## config.mk

```make
export PLATFORM = sky130hd
export DESIGN_NAME = accel_activity_core
export DESIGN_NICKNAME = d
export VERILOG_FILES = /design/src/logic/accel_pkg.sv /design/src/logic/accel_activity_core.sv /design/src/logic/axis_path.sv
export SDC_FILE = /design/constraint.sdc
export NUM_CORES = 2
export LEC_CHECK = 0
export ABC_AREA = 1
export BUFFER_PORTS_ARGS = -buffer_cell sky130_fd_sc_hd__buf_4
export CORE_UTILIZATION = 65
export DETAILED_ROUTE_END_ITERATION = 16
export PLACE_DENSITY = 0.82
export SETUP_SLACK_MARGIN = 0.02
export SLEW_MARGIN = 5
export SYNTH_ARGS = -nofsm -noshare
export SYNTH_HDL_FRONTEND = slang
export SYNTH_HIERARCHICAL = 1
export SYNTH_SLANG_ARGS = --single-unit
export TNS_END_PERCENT = 5
```

## constraint.sdc

```tcl
create_clock -name clk_in -period 13.25 [get_ports clk_in]
set_input_delay 2.65 -clock clk_in [delete_from_list [all_inputs] [get_ports clk_in]]
set_output_delay 2.65 -clock clk_in [all_outputs]
set_load 0.005 [all_outputs]
```

## src/logic/accel_pkg.sv

```systemverilog
package accel_pkg;
  // ----------------------------------------------------------------
  // Timing
  // ----------------------------------------------------------------
  localparam int CLK_KHZ = 100_000;
  localparam int ODR_FAST_HZ = 5120;
  localparam int ODR_DIV_CYC = CLK_KHZ * 1000 / ODR_FAST_HZ;
  localparam int SETTLE_SLOW_MS = 463;
  localparam int SETTLE_SLOW_CYC = SETTLE_SLOW_MS * CLK_KHZ;
  localparam int SETTLE_FAST_MS = 1;
  localparam int SETTLE_FAST_CYC = SETTLE_FAST_MS * CLK_KHZ - 1;
  localparam int ACT_TICK_US = 8250;
  localparam int ACT_TICK_CYC = ACT_TICK_US * CLK_KHZ / 1000;
  localparam int INACT_TICK_US = 32500;
  localparam int INACT_TICK_CYC = INACT_TICK_US * CLK_KHZ / 1000;
  localparam logic [2:0] REF_WAIT_SAMPLES = 3'h4;
  // ----------------------------------------------------------------
  // Widths and filter shifts
  // ----------------------------------------------------------------
  localparam int DATA_W = 12;
  localparam int FRAC_W = 6;
  localparam int ACC_W = 22;
  localparam int CNT_W = 27;
  localparam int HP_SHIFT_BASE = 5;
  localparam int LP_SHIFT_BASE = 3;
  localparam logic [2:0] RATE_MAX = 3'h4;
  // ----------------------------------------------------------------
  // Register offsets
  // ----------------------------------------------------------------
  localparam logic [3:0] REG_CTRL = 4'h0;
  localparam logic [3:0] REG_RATE = 4'h1;
  localparam logic [3:0] REG_ACT_CFG = 4'h2;
  localparam logic [3:0] REG_ACT_TIME = 4'h3;
  localparam logic [3:0] REG_INACT_TIME = 4'h4;
  localparam logic [3:0] REG_ACT_THR = 4'h5;
  localparam logic [3:0] REG_INACT_THR = 4'h8;
  localparam logic [3:0] REG_STATUS = 4'hB;
  localparam logic [3:0] REG_EVENT = 4'hC;
  localparam logic [3:0] REG_DATA = 4'hD;
  // ----------------------------------------------------------------
  // Field positions, codes and reset values
  // ----------------------------------------------------------------
  localparam int CTRL_SETTLE_BIT = 2;
  localparam int CTRL_NOISE_BIT = 3;
  localparam int CTRL_HP_EN_BIT = 4;
  localparam int CTRL_LP_EN_BIT = 5;
  localparam int CTRL_HP_CODE_LSB = 6;
  localparam int RATE_BW_LSB = 3;
  localparam int CFG_REF_BIT = 3;
  localparam int CFG_ACT_IE_BIT = 4;
  localparam int CFG_INACT_IE_BIT = 5;
  localparam logic [1:0] MODE_STANDBY = 2'h0;
  localparam logic [1:0] MODE_WAKE = 2'h1;
  localparam logic [1:0] MODE_MEASURE = 2'h2;
  localparam logic [2:0] RATE_ODR_RST = 3'h0;
  localparam logic [2:0] RATE_BW_RST = 3'h0;
  localparam logic LP_EN_RST = 1'b1;

  typedef enum logic [1:0] {
    ST_STANDBY = 2'b00,
    ST_SETTLE = 2'b01,
    ST_MEASURE = 2'b10,
    ST_WAKE = 2'b11
  } run_state_t;
endpackage : accel_pkg

```

## src/logic/accel_activity_core.sv

```systemverilog
// Notes on behaviour
// - five ODRs 320..5120 Hz, reset 320.
// - bandwidth selectable, resets to 160 Hz.
// - bandwidth clamped to half the ODR.
// - one-pole IIR high-pass, two-bit corner code.
// - high-pass corner scales with ODR.
// - high-pass and low-pass may run together.
// - slow settle: first sample after 463 ms.
// - fast settle: first sample within 1 ms.
// - reference captured on the fourth sample, three periods after the first.
// - spurious events possible while filter settles.
// - selectable low-noise option output.
// - events set flags except in wake, optionally raise interrupts.
// - awake bit shows moving or stationary.
// - detection in measure and wake; wake no interrupt.
// - 8 Hz averaging filter, bypassable.
// - any enabled axis over threshold long enough.
// - per-axis thresholds, one shared activity timer.
// - events change mode, interrupt, drive motion switch.
// - timer tick 8.25 ms, 4.125 ms at 5120.
// - referenced mode compares difference to reference.
// - standby clears interrupts and blocks new ones.
//
// Implementation choices: the register offsets and the plain strobed port.
module accel_activity_core import accel_pkg::*; #(
  parameter int ODR_DIV = ODR_DIV_CYC,
  parameter int SETTLE_SLOW = SETTLE_SLOW_CYC,
  parameter int SETTLE_FAST = SETTLE_FAST_CYC,
  parameter int ACT_TICK = ACT_TICK_CYC,
  parameter int INACT_TICK = INACT_TICK_CYC
) (
  input wire logic clk_in,
  input wire logic rst_in,
  input wire logic [3:0] addr_in,
  input wire logic [15:0] wdata_in,
  input wire logic wr_in,
  input wire logic rd_in,
  input wire logic [DATA_W-1:0] acc_x_in,
  input wire logic [DATA_W-1:0] acc_y_in,
  input wire logic [DATA_W-1:0] acc_z_in,
  output logic [15:0] rdata_out,
  output logic [2:0] odr_sel_out,
  output logic [2:0] bw_sel_out,
  output logic low_noise_out,
  output logic data_ready_out,
  output logic act_int_out,
  output logic inact_int_out,
  output logic motion_out
);
  typedef struct packed {
    run_state_t state;
    logic [1:0] mode_cmd;
    logic settle_fast;
    logic low_noise;
    logic hp_en;
    logic lp_en;
    logic [1:0] hp_code;
    logic [2:0] odr;
    logic [2:0] bw;
    logic [2:0] bw_applied;
    logic [2:0] axis_en;
    logic activity_referenced_select;
    logic act_ie;
    logic inact_ie;
    logic [7:0] act_time;
    logic [15:0] inact_time;
    logic [2:0][DATA_W-1:0] act_thr;
    logic [2:0][DATA_W-1:0] inact_thr;
    logic [2:0][DATA_W-1:0] data;
    logic ev_act;
    logic ev_inact;
    logic awake;
    logic data_rdy;
    logic int_act;
    logic int_inact;
    logic [CNT_W-1:0] div_cnt;
    logic [CNT_W-1:0] settle_cnt;
    logic [CNT_W-1:0] tick_cnt;
    logic [CNT_W-1:0] itick_cnt;
    logic [7:0] act_cnt;
    logic [15:0] inact_cnt;
    logic act_hold;
    logic inact_hold;
    logic [2:0] odr_n;
    logic ref_done;
    logic ref_cap;
    logic sample_tick;
    logic pub;
    logic clear;
    logic [15:0] rdata;
  } core_t;

  core_t st;
  core_t next_st;
  logic [2:0][DATA_W-1:0] acc_in;
  logic [2:0][DATA_W-1:0] ax_data;
  logic [2:0] ax_over;
  logic [2:0] ax_under;

  assign acc_in = {acc_z_in, acc_y_in, acc_x_in};

  // ----------------------------------------------------------------
  // Per-axis filter and comparator paths
  // ----------------------------------------------------------------
  for (genvar i = 0; i < 3; i++) begin : g_axis
    axis_path u_axis (
      .clk_in(clk_in),
      .rst_in(rst_in),
      .tick_in(st.sample_tick),
      .clear_in(st.clear),
      .ref_cap_in(st.ref_cap),
      .ref_en_in(st.activity_referenced_select),
      .hp_en_in(st.hp_en),
      .lp_en_in(st.lp_en),
      .hp_code_in(st.hp_code),
      .odr_in(st.odr),
      .sample_in(acc_in[i]),
      .act_thr_in(st.act_thr[i]),
      .inact_thr_in(st.inact_thr[i]),
      .data_out(ax_data[i]),
      .over_out(ax_over[i]),
      .under_out(ax_under[i])
    );
  end

  // ----------------------------------------------------------------
  // Control, timing and register access
  // ----------------------------------------------------------------
  always_comb begin
    logic [CNT_W-1:0] div_lim;
    logic [CNT_W-1:0] settle_lim;
    logic [CNT_W-1:0] tick_lim;
    logic act_any;
    logic inact_all;
    logic restart;
    div_lim = (CNT_W'(ODR_DIV) << (RATE_MAX - st.odr)) - CNT_W'(1);
    settle_lim = st.settle_fast ? CNT_W'(SETTLE_FAST) : CNT_W'(SETTLE_SLOW);
    tick_lim = (st.odr == RATE_MAX) ? CNT_W'(ACT_TICK / 2) : CNT_W'(ACT_TICK);
    act_any = |(ax_over & st.axis_en);
    inact_all = (&(ax_under | ~st.axis_en)) && (|st.axis_en);
    restart = 1'b0;
    next_st = st;
    next_st.data_rdy = 1'b0;
    next_st.ref_cap = 1'b0;
    next_st.clear = 1'b0;
    next_st.rdata = 16'h0000;
    next_st.sample_tick = 1'b0;
    next_st.pub = st.sample_tick;
    next_st.bw_applied = (st.bw > st.odr) ? st.odr : st.bw;
    if (rd_in) begin
      case (addr_in)
        REG_CTRL: next_st.rdata = {8'h00, st.hp_code, st.lp_en, st.hp_en, st.low_noise,
                                   st.settle_fast, st.mode_cmd};
        REG_RATE: next_st.rdata = {10'h000, st.bw, st.odr};
        REG_ACT_CFG: next_st.rdata = {10'h000, st.inact_ie, st.act_ie, st.activity_referenced_select, st.axis_en};
        REG_ACT_TIME: next_st.rdata = {8'h00, st.act_time};
        REG_INACT_TIME: next_st.rdata = st.inact_time;
        4'h5, 4'h6, 4'h7: next_st.rdata = {4'h0, st.act_thr[2'(addr_in - REG_ACT_THR)]};
        4'h8, 4'h9, 4'hA: next_st.rdata = {4'h0, st.inact_thr[2'(addr_in - REG_INACT_THR)]};
        REG_STATUS: next_st.rdata = {13'h0000, st.state == ST_MEASURE, st.awake};
        REG_EVENT: begin
          next_st.rdata = {14'h0000, st.ev_inact, st.ev_act};
          next_st.ev_act = 1'b0;
          next_st.ev_inact = 1'b0;
        end
        4'hD, 4'hE, 4'hF: next_st.rdata = {4'h0, st.data[2'(addr_in - REG_DATA)]};
        default: next_st.rdata = 16'h0000;
      endcase
    end
    if (wr_in) begin
      case (addr_in)
        REG_CTRL: begin
          next_st.mode_cmd = wdata_in[1:0];
          next_st.settle_fast = wdata_in[CTRL_SETTLE_BIT];
          next_st.low_noise = wdata_in[CTRL_NOISE_BIT];
          next_st.hp_en = wdata_in[CTRL_HP_EN_BIT];
          next_st.lp_en = wdata_in[CTRL_LP_EN_BIT];
          next_st.hp_code = wdata_in[CTRL_HP_CODE_LSB +: 2];
        end
        REG_RATE: begin
          next_st.odr = (wdata_in[2:0] > RATE_MAX) ? RATE_MAX : wdata_in[2:0];
          next_st.bw = (wdata_in[RATE_BW_LSB +: 3] > RATE_MAX) ? RATE_MAX
                                                                : wdata_in[RATE_BW_LSB +: 3];
        end
        REG_ACT_CFG: begin
          next_st.axis_en = wdata_in[2:0];
          next_st.activity_referenced_select = wdata_in[CFG_REF_BIT];
          next_st.act_ie = wdata_in[CFG_ACT_IE_BIT];
          next_st.inact_ie = wdata_in[CFG_INACT_IE_BIT];
        end
        REG_ACT_TIME: next_st.act_time = wdata_in[7:0];
        REG_INACT_TIME: next_st.inact_time = wdata_in;
        4'h5, 4'h6, 4'h7: next_st.act_thr[2'(addr_in - REG_ACT_THR)] = wdata_in[DATA_W-1:0];
        4'h8, 4'h9, 4'hA: next_st.inact_thr[2'(addr_in - REG_INACT_THR)] = wdata_in[DATA_W-1:0];
        default: ;
      endcase
    end
    // Sample clock: divider restarts at zero so the first sample comes at once.
    if (st.state != ST_STANDBY) begin
      next_st.sample_tick = (st.div_cnt == '0);
      next_st.div_cnt = (st.div_cnt >= div_lim) ? '0 : st.div_cnt + CNT_W'(1);
    end
    if (st.pub && st.odr_n < REF_WAIT_SAMPLES) begin
      next_st.odr_n = st.odr_n + 3'h1;
      if (st.odr_n == REF_WAIT_SAMPLES - 3'h1 && st.activity_referenced_select && !st.ref_done) begin
        next_st.ref_cap = 1'b1;
        next_st.ref_done = 1'b1;
      end
    end
    // Detection runs during settling too, so early events are possible.
    if (st.state == ST_SETTLE || st.state == ST_MEASURE) begin
      if (!act_any) begin
        next_st.act_cnt = 8'h00;
        next_st.tick_cnt = '0;
        next_st.act_hold = 1'b0;
      end else if (!st.act_hold) begin
        if (st.act_cnt >= st.act_time) begin
          next_st.ev_act = 1'b1;
          next_st.awake = 1'b1;
          next_st.act_hold = 1'b1;
        end else if (st.tick_cnt >= tick_lim - CNT_W'(1)) begin
          next_st.tick_cnt = '0;
          next_st.act_cnt = st.act_cnt + 8'h01;
        end else begin
          next_st.tick_cnt = st.tick_cnt + CNT_W'(1);
        end
      end
      if (!inact_all) begin
        next_st.inact_cnt = 16'h0000;
        next_st.itick_cnt = '0;
        next_st.inact_hold = 1'b0;
      end else if (!st.inact_hold) begin
        if (st.inact_cnt >= st.inact_time) begin
          next_st.ev_inact = 1'b1;
          next_st.awake = 1'b0;
          next_st.inact_hold = 1'b1;
        end else if (st.itick_cnt >= CNT_W'(INACT_TICK - 1)) begin
          next_st.itick_cnt = '0;
          next_st.inact_cnt = st.inact_cnt + 16'h0001;
        end else begin
          next_st.itick_cnt = st.itick_cnt + CNT_W'(1);
        end
      end
    end
    case (st.state)
      ST_STANDBY: begin
        if (st.mode_cmd == MODE_MEASURE) begin
          next_st.state = ST_SETTLE;
          restart = 1'b1;
        end else if (st.mode_cmd == MODE_WAKE) begin
          next_st.state = ST_WAKE;
          restart = 1'b1;
        end
      end
      ST_SETTLE: begin
        next_st.settle_cnt = st.settle_cnt + CNT_W'(1);
        if (st.settle_cnt >= settle_lim - CNT_W'(1)) begin
          next_st.state = ST_MEASURE;
          next_st.data_rdy = 1'b1;
          next_st.data = ax_data;
        end
      end
      ST_MEASURE: begin
        if (st.pub) begin
          next_st.data_rdy = 1'b1;
          next_st.data = ax_data;
        end
      end
      ST_WAKE: begin
        if (st.pub) begin
          next_st.data = ax_data;
        end
        // Single-sample detection; activity brings the part to full measurement.
        if (act_any) begin
          next_st.awake = 1'b1;
          next_st.state = ST_MEASURE;
          next_st.mode_cmd = MODE_MEASURE;
        end else if (st.mode_cmd == MODE_MEASURE) begin
          next_st.state = ST_SETTLE;
          restart = 1'b1;
        end
      end
      default: next_st.state = ST_STANDBY;
    endcase
    if (st.state != ST_STANDBY && st.mode_cmd == MODE_STANDBY) begin
      next_st.state = ST_STANDBY;
    end else if ((st.state == ST_SETTLE || st.state == ST_MEASURE) && st.mode_cmd == MODE_WAKE) begin
      next_st.state = ST_WAKE;
    end
    if (restart) begin
      next_st.clear = 1'b1;
      next_st.div_cnt = '0;
      next_st.settle_cnt = '0;
      next_st.odr_n = 3'h0;
      next_st.ref_done = 1'b0;
    end
    if (next_st.state == ST_STANDBY) begin
      next_st.ev_act = 1'b0;
      next_st.ev_inact = 1'b0;
      next_st.awake = 1'b0;
      next_st.act_hold = 1'b0;
      next_st.inact_hold = 1'b0;
      next_st.act_cnt = 8'h00;
      next_st.inact_cnt = 16'h0000;
    end
    next_st.int_act = next_st.ev_act && st.act_ie && (next_st.state == ST_SETTLE ||
                      next_st.state == ST_MEASURE);
    next_st.int_inact = next_st.ev_inact && st.inact_ie && (next_st.state == ST_SETTLE ||
                        next_st.state == ST_MEASURE);
  end

  always_ff @(posedge clk_in) begin
    if (rst_in) begin
      st <= '0;
      st.odr <= RATE_ODR_RST;
      st.bw <= RATE_BW_RST;
      st.bw_applied <= RATE_BW_RST;
      st.lp_en <= LP_EN_RST;
      st.state <= ST_STANDBY;
    end else begin
      st <= next_st;
    end
  end

  assign rdata_out = st.rdata;
  assign odr_sel_out = st.odr;
  assign bw_sel_out = st.bw_applied;
  assign low_noise_out = st.low_noise;
  assign data_ready_out = st.data_rdy;
  assign act_int_out = st.int_act;
  assign inact_int_out = st.int_inact;
  assign motion_out = st.awake;

  // ----------------------------------------------------------------
  // Checks
  // ----------------------------------------------------------------
  chk_standby_quiet: assert property (@(posedge clk_in) disable iff (rst_in)
    st.state == ST_STANDBY |-> !act_int_out && !inact_int_out && !st.ev_act)
    else $error("interrupt or event pending in standby");
  chk_wake_no_int: assert property (@(posedge clk_in) disable iff (rst_in)
    st.state == ST_WAKE |-> !act_int_out && !inact_int_out)
    else $error("interrupt raised in wake-up mode");
  chk_bw_clamp: assert property (@(posedge clk_in) disable iff (rst_in)
    ##1 1'b1 |-> bw_sel_out <= $past(st.odr) && bw_sel_out <= $past(st.bw))
    else $error("applied bandwidth above half the rate");
  chk_awake_follow: assert property (@(posedge clk_in) disable iff (rst_in)
    $rose(st.ev_act) |-> motion_out)
    else $error("activity did not set awake");
  chk_act_int: assert property (@(posedge clk_in) disable iff (rst_in)
    st.ev_act && st.act_ie && st.state == ST_MEASURE && st.mode_cmd == MODE_MEASURE
      && !(rd_in && addr_in == REG_EVENT) |=> act_int_out)
    else $error("enabled activity event gave no interrupt");
  chk_ref_timing: assert property (@(posedge clk_in) disable iff (rst_in)
    st.ref_cap |-> st.odr_n == REF_WAIT_SAMPLES && $past(st.pub))
    else $error("reference captured before four samples");
  chk_fast_settle: assert property (@(posedge clk_in) disable iff (rst_in)
    st.state == ST_SETTLE && st.settle_fast |-> st.settle_cnt < CNT_W'(SETTLE_FAST))
    else $error("fast settle ran past its limit");
  chk_first_sample: assert property (@(posedge clk_in) disable iff (rst_in)
    $past(st.state) == ST_SETTLE && st.state == ST_MEASURE |-> data_ready_out)
    else $error("first sample not published on leaving settle");
  chk_timer_reset: assert property (@(posedge clk_in) disable iff (rst_in)
    st.state == ST_MEASURE && !(|(ax_over & st.axis_en)) |=> st.act_cnt == 8'h00)
    else $error("activity timer kept counting below threshold");
endmodule : accel_activity_core

```

## src/logic/axis_path.sv

```systemverilog
module axis_path import accel_pkg::*; (
  input wire logic clk_in,
  input wire logic rst_in,
  input wire logic tick_in,
  input wire logic clear_in,
  input wire logic ref_cap_in,
  input wire logic ref_en_in,
  input wire logic hp_en_in,
  input wire logic lp_en_in,
  input wire logic [1:0] hp_code_in,
  input wire logic [2:0] odr_in,
  input wire logic [DATA_W-1:0] sample_in,
  input wire logic [DATA_W-1:0] act_thr_in,
  input wire logic [DATA_W-1:0] inact_thr_in,
  output logic [DATA_W-1:0] data_out,
  output logic over_out,
  output logic under_out
);
  typedef struct packed {
    logic [ACC_W-1:0] xprev;
    logic [ACC_W-1:0] hp;
    logic [ACC_W-1:0] lp;
    logic [ACC_W-1:0] ref_lvl;
    logic [DATA_W-1:0] data;
    logic over;
    logic under;
  } axis_t;

  axis_t st;
  axis_t next_st;

  always_comb begin
    logic signed [ACC_W-1:0] x;
    logic signed [ACC_W-1:0] hp;
    logic signed [ACC_W-1:0] lp;
    logic signed [ACC_W-1:0] hp_val;
    logic signed [ACC_W-1:0] src;
    logic signed [ACC_W-1:0] diff;
    logic signed [ACC_W-1:0] mag;
    x = ACC_W'($signed({sample_in, {FRAC_W{1'b0}}}));
    hp = $signed(st.hp);
    lp = $signed(st.lp);
    hp_val = hp_en_in ? hp : x;
    src = lp_en_in ? lp : hp_val;
    diff = ref_en_in ? src - $signed(st.ref_lvl) : src;
    mag = diff[ACC_W-1] ? -diff : diff;
    next_st = st;
    if (clear_in) begin
      next_st = '0;
    end else begin
      if (tick_in) begin
        next_st.xprev = x;
        // Shift grows with the code, so the corner falls; per-sample update tracks ODR.
        next_st.hp = hp - (hp >>> (HP_SHIFT_BASE + hp_code_in)) + (x - $signed(st.xprev));
        // Averaging corner near 8 Hz: one more shift per doubling of the rate.
        next_st.lp = lp + ((hp_val - lp) >>> (LP_SHIFT_BASE + odr_in));
      end
      if (ref_cap_in) begin
        next_st.ref_lvl = src;
      end
      next_st.data = hp_val[FRAC_W +: DATA_W];
      next_st.over = mag > $signed(ACC_W'({act_thr_in, {FRAC_W{1'b0}}}));
      next_st.under = mag < $signed(ACC_W'({inact_thr_in, {FRAC_W{1'b0}}}));
    end
  end

  always_ff @(posedge clk_in) begin
    if (rst_in) begin
      st <= '0;
    end else begin
      st <= next_st;
    end
  end

  assign data_out = st.data;
  assign over_out = st.over;
  assign under_out = st.under;
endmodule : axis_path

```

; After elaboration in Yosys (flattened, before gate mapping)
; Index checks and enable logic that the tools add are counted.
[classes]
shifts = 7
addsub = 37
bitwise = 6
n_mux = 94
n_eq_ne = 32
reduce_logical = 48
order_cmp = 21
[ops]
columns = op, n
row1 = $mux W22, 12
row2 = $mux W27, 9
row3 = $sub A22 B22 Y22, 9
row4 = $sshr A22 B32 Y22, 6
row5 = $pmux W16 S10, 1
row6 = $add A22 B22 Y22, 6
row7 = $add A27 B1 Y27 const B, 4
row8 = $ge A27 B27 Y1, 3
row9 = $bmux W12 S2, 3
row10 = $bwmux W36, 2
row11 = $mux W36, 2
row12 = $pmux W36 S2, 1
row13 = $gt A22 B19 Y1, 3
row14 = $lt A22 B19 Y1, 3
row15 = $neg A22 Y22, 3
row16 = $mux W16, 4
row17 = $mux W12, 5
row18 = $sub A18 B18 Y19, 3
row19 = $demux W12 S2, 2
row20 = $mux W8, 5
row21 = $eq A4 B4 Y1 const B, 8
row22 = $mux W2, 14
row23 = $ge A27 B27 Y1 const B, 1
row24 = $logic_not A27 Y1, 1
row25 = other kinds (50), 135
[totals]
word_cells = 312
input_bits = 60
register_bits = 597
output_inout_bits = 27

; Longest topological paths before layout
[depth]
word_depth = 13
depth_mapped = 42
mapped_depth_nobuf = 41

; Hierarchy
; The synthesis kept the hierarchy.
[modules_own_cells]
columns = module, seq_area_each_um2, area_each_um2, cells_each, n_inst
row1 = accel_activity_core, 6426.2, 18507.8, 2586, 1
row2 = axis_path at g_axis[2].u_axis, 1841.8, 12265.5, 2002, 1
row3 = axis_path at g_axis[1].u_axis, 1841.8, 12049.1, 2004, 1
row4 = axis_path at g_axis[0].u_axis, 1841.8, 12042.8, 1952, 1

; Least setup slack after synthesis
; Ideal clock, no wire load.
[synth_timing]
path_kind = input port to flip-flop
startpoint = input port acc_y_in[2]
endpoint = register g_axis[1].u_axis/st[54] in the netlist's numbering
slack_ns = 6.373
t_arrival_ns = 6.761
path_buffers = 0
stages = 32
setup_ns = 0.115
required_time_ns = 13.135
cell_sequence = o21ai_1 -> inv_1 -> ha_1 -> a21o_1 -> a21oi_1 -> nand2_1 -> a31o_2 -> nand2_1 -> nand2_1 -> xor2_1 -> nand2_1 -> nand2_1 -> nand2_1 -> o21ai_0 -> or2_2 -> nand3_1 -> nand2_1 -> ha_1 -> fa_1 -> nand3_1 -> nand2_1 -> a21oi_1 -> o21ai_0 -> nand3_1 -> nand2_1 -> a21boi_0 -> o21ai_0 -> nand3_1 -> nand2_1 -> xor2_1 -> o21ai_0 -> inv_1
[synth_via]
elab_chain_cells = 4
[synth_rtl]
columns = element, line
row1 = from (decl), accel_activity_core.sv:39  ; input wire logic [DATA_W-1:0] acc_y_in,
row2 = $mux W22, axis_path.sv:43  ; hp_val = hp_en_in ? hp : x;
row3 = $sub A22 B22 Y22, axis_path.sv:56  ; next_st.lp = lp + ((hp_val - lp) >>> (LP_SHIFT_BASE + odr_in));
row4 = $sshr A22 B32 Y22, axis_path.sv:56
row5 = $add A22 B22 Y22, axis_path.sv:56
row6 = to (signal assigned), axis_path.sv:71  ; st <= next_st;
row7 = to (decl), axis_path.sv:29  ; axis_t st;
; No other way between the ends.
; A chain may end at the register's enable or synchronous reset.

; Worst setup path after layout
[layout_timing]
startpoint = input port acc_z_in[6]
endpoint = register g_axis[2].u_axis/st[55] in the netlist's numbering
[layout_via]
elab_chain_cells = 4
[layout_rtl]
columns = element, line
row1 = from (decl), accel_activity_core.sv:40  ; input wire logic [DATA_W-1:0] acc_z_in,
row2 = $mux W22, axis_path.sv:43
row3 = $sub A22 B22 Y22, axis_path.sv:56
row4 = $sshr A22 B32 Y22, axis_path.sv:56
row5 = $add A22 B22 Y22, axis_path.sv:56
row6 = to (signal assigned), axis_path.sv:71
row7 = to (decl), axis_path.sv:29
; No other way between the ends.

==> flow_summary.json <==
{
  "synthTopCellsByArea": "dfxtp_1 (22%), nand2_1 (13%), ha_1 (11%)",
  "synthToLayoutAreaGrowth_pct": 5.37,
  "power_density_nw_per_um2": 118,
  "syn_area_per_cell_um2": 6.42,
  "dp_hpwl_um": 128000,
  "fin_worst_skew_ps": 28.6,
  "status": "finished, final reports clean",
  "dr_total_vias": 55700,
  "numPortBuffers": 86,
  "start_util_pct": 65.7,
  "cp.arrival_ps": 7970,
  "cts-htree-levels": 3,
  "postLayoutCellArea_um2": 57800,
  "syn-cell-area_um2": 54900,
  "final_cell_mix": "nand2_1 (1955), inv_1 (1270), a21oi_1 (759)",
  "drive_gt1_share_pct": 6.60,
  "globalRouteTotalUtil_pct": 38.1,
  "fin_tns_setup_ps": 0,
  "synthArstFlopShare_pct": 0,
  "grt_pass1_wl_um": 265000,
  "drv_cap": 0,
  "num_rows": 106,
  "n_fill_cell": 7589,
  "dpl_cell_area_um2": 55300,
  "crit_path_end_kind": "flip-flop",
  "yosys.area.top_type": "dfxtp_1",
  "cts.clk_slew.worst_paths_ps": 60,
  "required_ps": 13800,
  "synth_edf_count": 0,
  "worst_pin_slew_ps": 1170,
  "irDropWorstVdd_mv": 0.115,
  "yosys_warnings": 6,
  "nNetsFinal": 9014,
  "routed_wirelength_um": 168000,
  "cts_setup_buffers": 0,
  "ctsLongestPathBuffers": 3,
  "total_leakage_power_nw": 27.5,
  "instances_no_fill": 9522,
  "holdWs_ps": 456,
  "place_congestion": 1.02,
  "cts-resized-gates": 0,
  "critPathLaunchType": "input pin",
  "rsz0062_at_grt": "false",
  "dp.cells": 9389,
  "min_path_type": "reg2reg",
  "drc_errors": 0,
  "num_io_pins": 87,
  "core-area_um2": 83600,
  "synth_cells": 8544,
  "overflow": 0,
  "grt_pass1_vias": 51300,
  "cts.sinks": 597,
  "hold_buffers": 0,
  "die_w_um": 293,
  "ys_seq_area_share_pct": 21.8,
  "first_iter_violations": 5545,
  "grt_max_degree": 101,
  "dieArea_um2": 85600,
  "period_share_pct": 56.0,
  "crit_fanout": 5,
  "maxSlewHeadroom_pct": 22.3,
  "ys_ff_latch": 597,
  "path_class": "in2reg",
  "fmax_mhz": 135,
  "ys_types": 75,
  "fin_crit_ps": 7430,
  "drtPass1Iterations": 8,
  "antenna_found_initial": 5,
  "final_common_cell": "nand2_1",
  "slew_violations": 0,
  "synth_top_area_share_pct": 21.8,
  "avgViaCountPerCell": 5.84,
  "setup_viol": 0,
  "finalHoldViolCount": 0,
  "tritoncts": "built",
  "final_util_pct": 69.2,
  "clkLatencyLatePin_ps": 650,
  "die_h_um": 293,
  "clock-root-buffer": "clkbuf_16",
  "wl_per_cell_um": 17.6,
  "ys.flop_type": "dfxtp_1",
  "critPathSlowestCell": "a21oi_1",
  "postRouteAntennaNets": 0,
  "cpPeakStageDelay_ps": 440,
  "cts_buffers": 72
}
-- per-stage QoR --
step	worst slack [ps]	total power, mW
after CTS	6030	6.77
after floorplan	6370	4.01
after global placement	5410	4.57
after global routing	5380	7.23
after detailed placement	5360	4.63
final	5820	6.82
-- cells by family after synthesis --
kind of cell    count (synthesis)  share of synthesized area, %
compound gates               1855                          18.4
xor+xnor                      289                          4.61
fa+ha+maj                     571                          14.5
buf+inv                      1683                          12.5
flops                         597                          21.8
mux                            16                         0.292
other cells                     1                       0.00683
simple gates                 3532                          27.9
-- routing by layer --
metal	up-vias	routed length [um]	global-route usage, %
met5	-	0	0
met4	0	7980	17.4
met3	433	12600	4.17
met2	2229	75700	62.6
met1	25500	71300	50.2
li1	27500	-	-
-- sequential cells by signal, summed over array words and instances, names as in the netlist --
name                     flops
g_axis.u_axis/under_out      3
inact_int_out                1
odr_sel_out                  3
st                         293
g_axis.u_axis/data_out      36
bw_sel_out                   3
g_axis.u_axis/over_out       3
data_ready_out               1
low_noise_out                1
act_int_out                  1
motion_out                   1
rdata_out                   16
g_axis.u_axis/st           234
next_st                      1
-- cell usage after synthesis, types with 41 or more instances --
library cell,instances
fa_1,105
buf_2,41
o21ai_0,723
nand2_2,76
a21oi_1,759
o21ai_1,101
ha_1,466
dfxtp_1,597
xnor2_1,90
xor2_1,199
nor2_1,525
nand2_1,1955
inv_2,46
nand3_1,570
nor3_1,120
buf_4,71
inv_1,1271
clkbuf_1,204
nand4_1,106
-- area by class of cell --
cell class | instances | area (um2) | share of cell area, %
inverters | 1331 | 5000 | 8.65
clock buffers | 95 | 2010 | 3.48
repair buffers | 115 | 863 | 1.49
flip-flops and latches | 597 | 12000 | 20.7
clock inverters | 36 | 529 | 0.915
well taps | 1080 | 1350 | 2.34
multi-input cells | 6266 | 36100 | 62.4
diodes | 2 | 5.00 | 0.00866
-- path summary, 6_finish.rpt --
path,start,endpoint,slack [ps],cells past startpoint
setup / recovery,acc_z_in[6],g_axis[2].u_axis/st[55],5820,30
hold / removal,st[20],st[20],460,2
setup reg to reg,st[314],g_axis[2].u_axis/st[56],6130,34
hold reg to reg,st[20],st[20],460,2
-- where the power goes --
part / leakage, nW / switching [mW] / internal (mW)
Clock: 1.22 / 0.887 / 1.26
Combinational: 21.4 / 1.78 / 0.980
Sequential: 4.83 / 0.0573 / 1.85
Total: 27.5 / 2.73 / 4.09
-- critical path, delay by kind of cell --
| family | cells | cell delay [ps] |
|---|---|---|
| AO/OA/AOI/OAI | 14 | 3070 |
| AND/OR/NAND/NOR | 11 | 1280 |
| adder cells (fa/ha/maj) | 2 | 670 |
| buffers and inverters | 3 | 290 |
(Power assumes the default switching activity.)
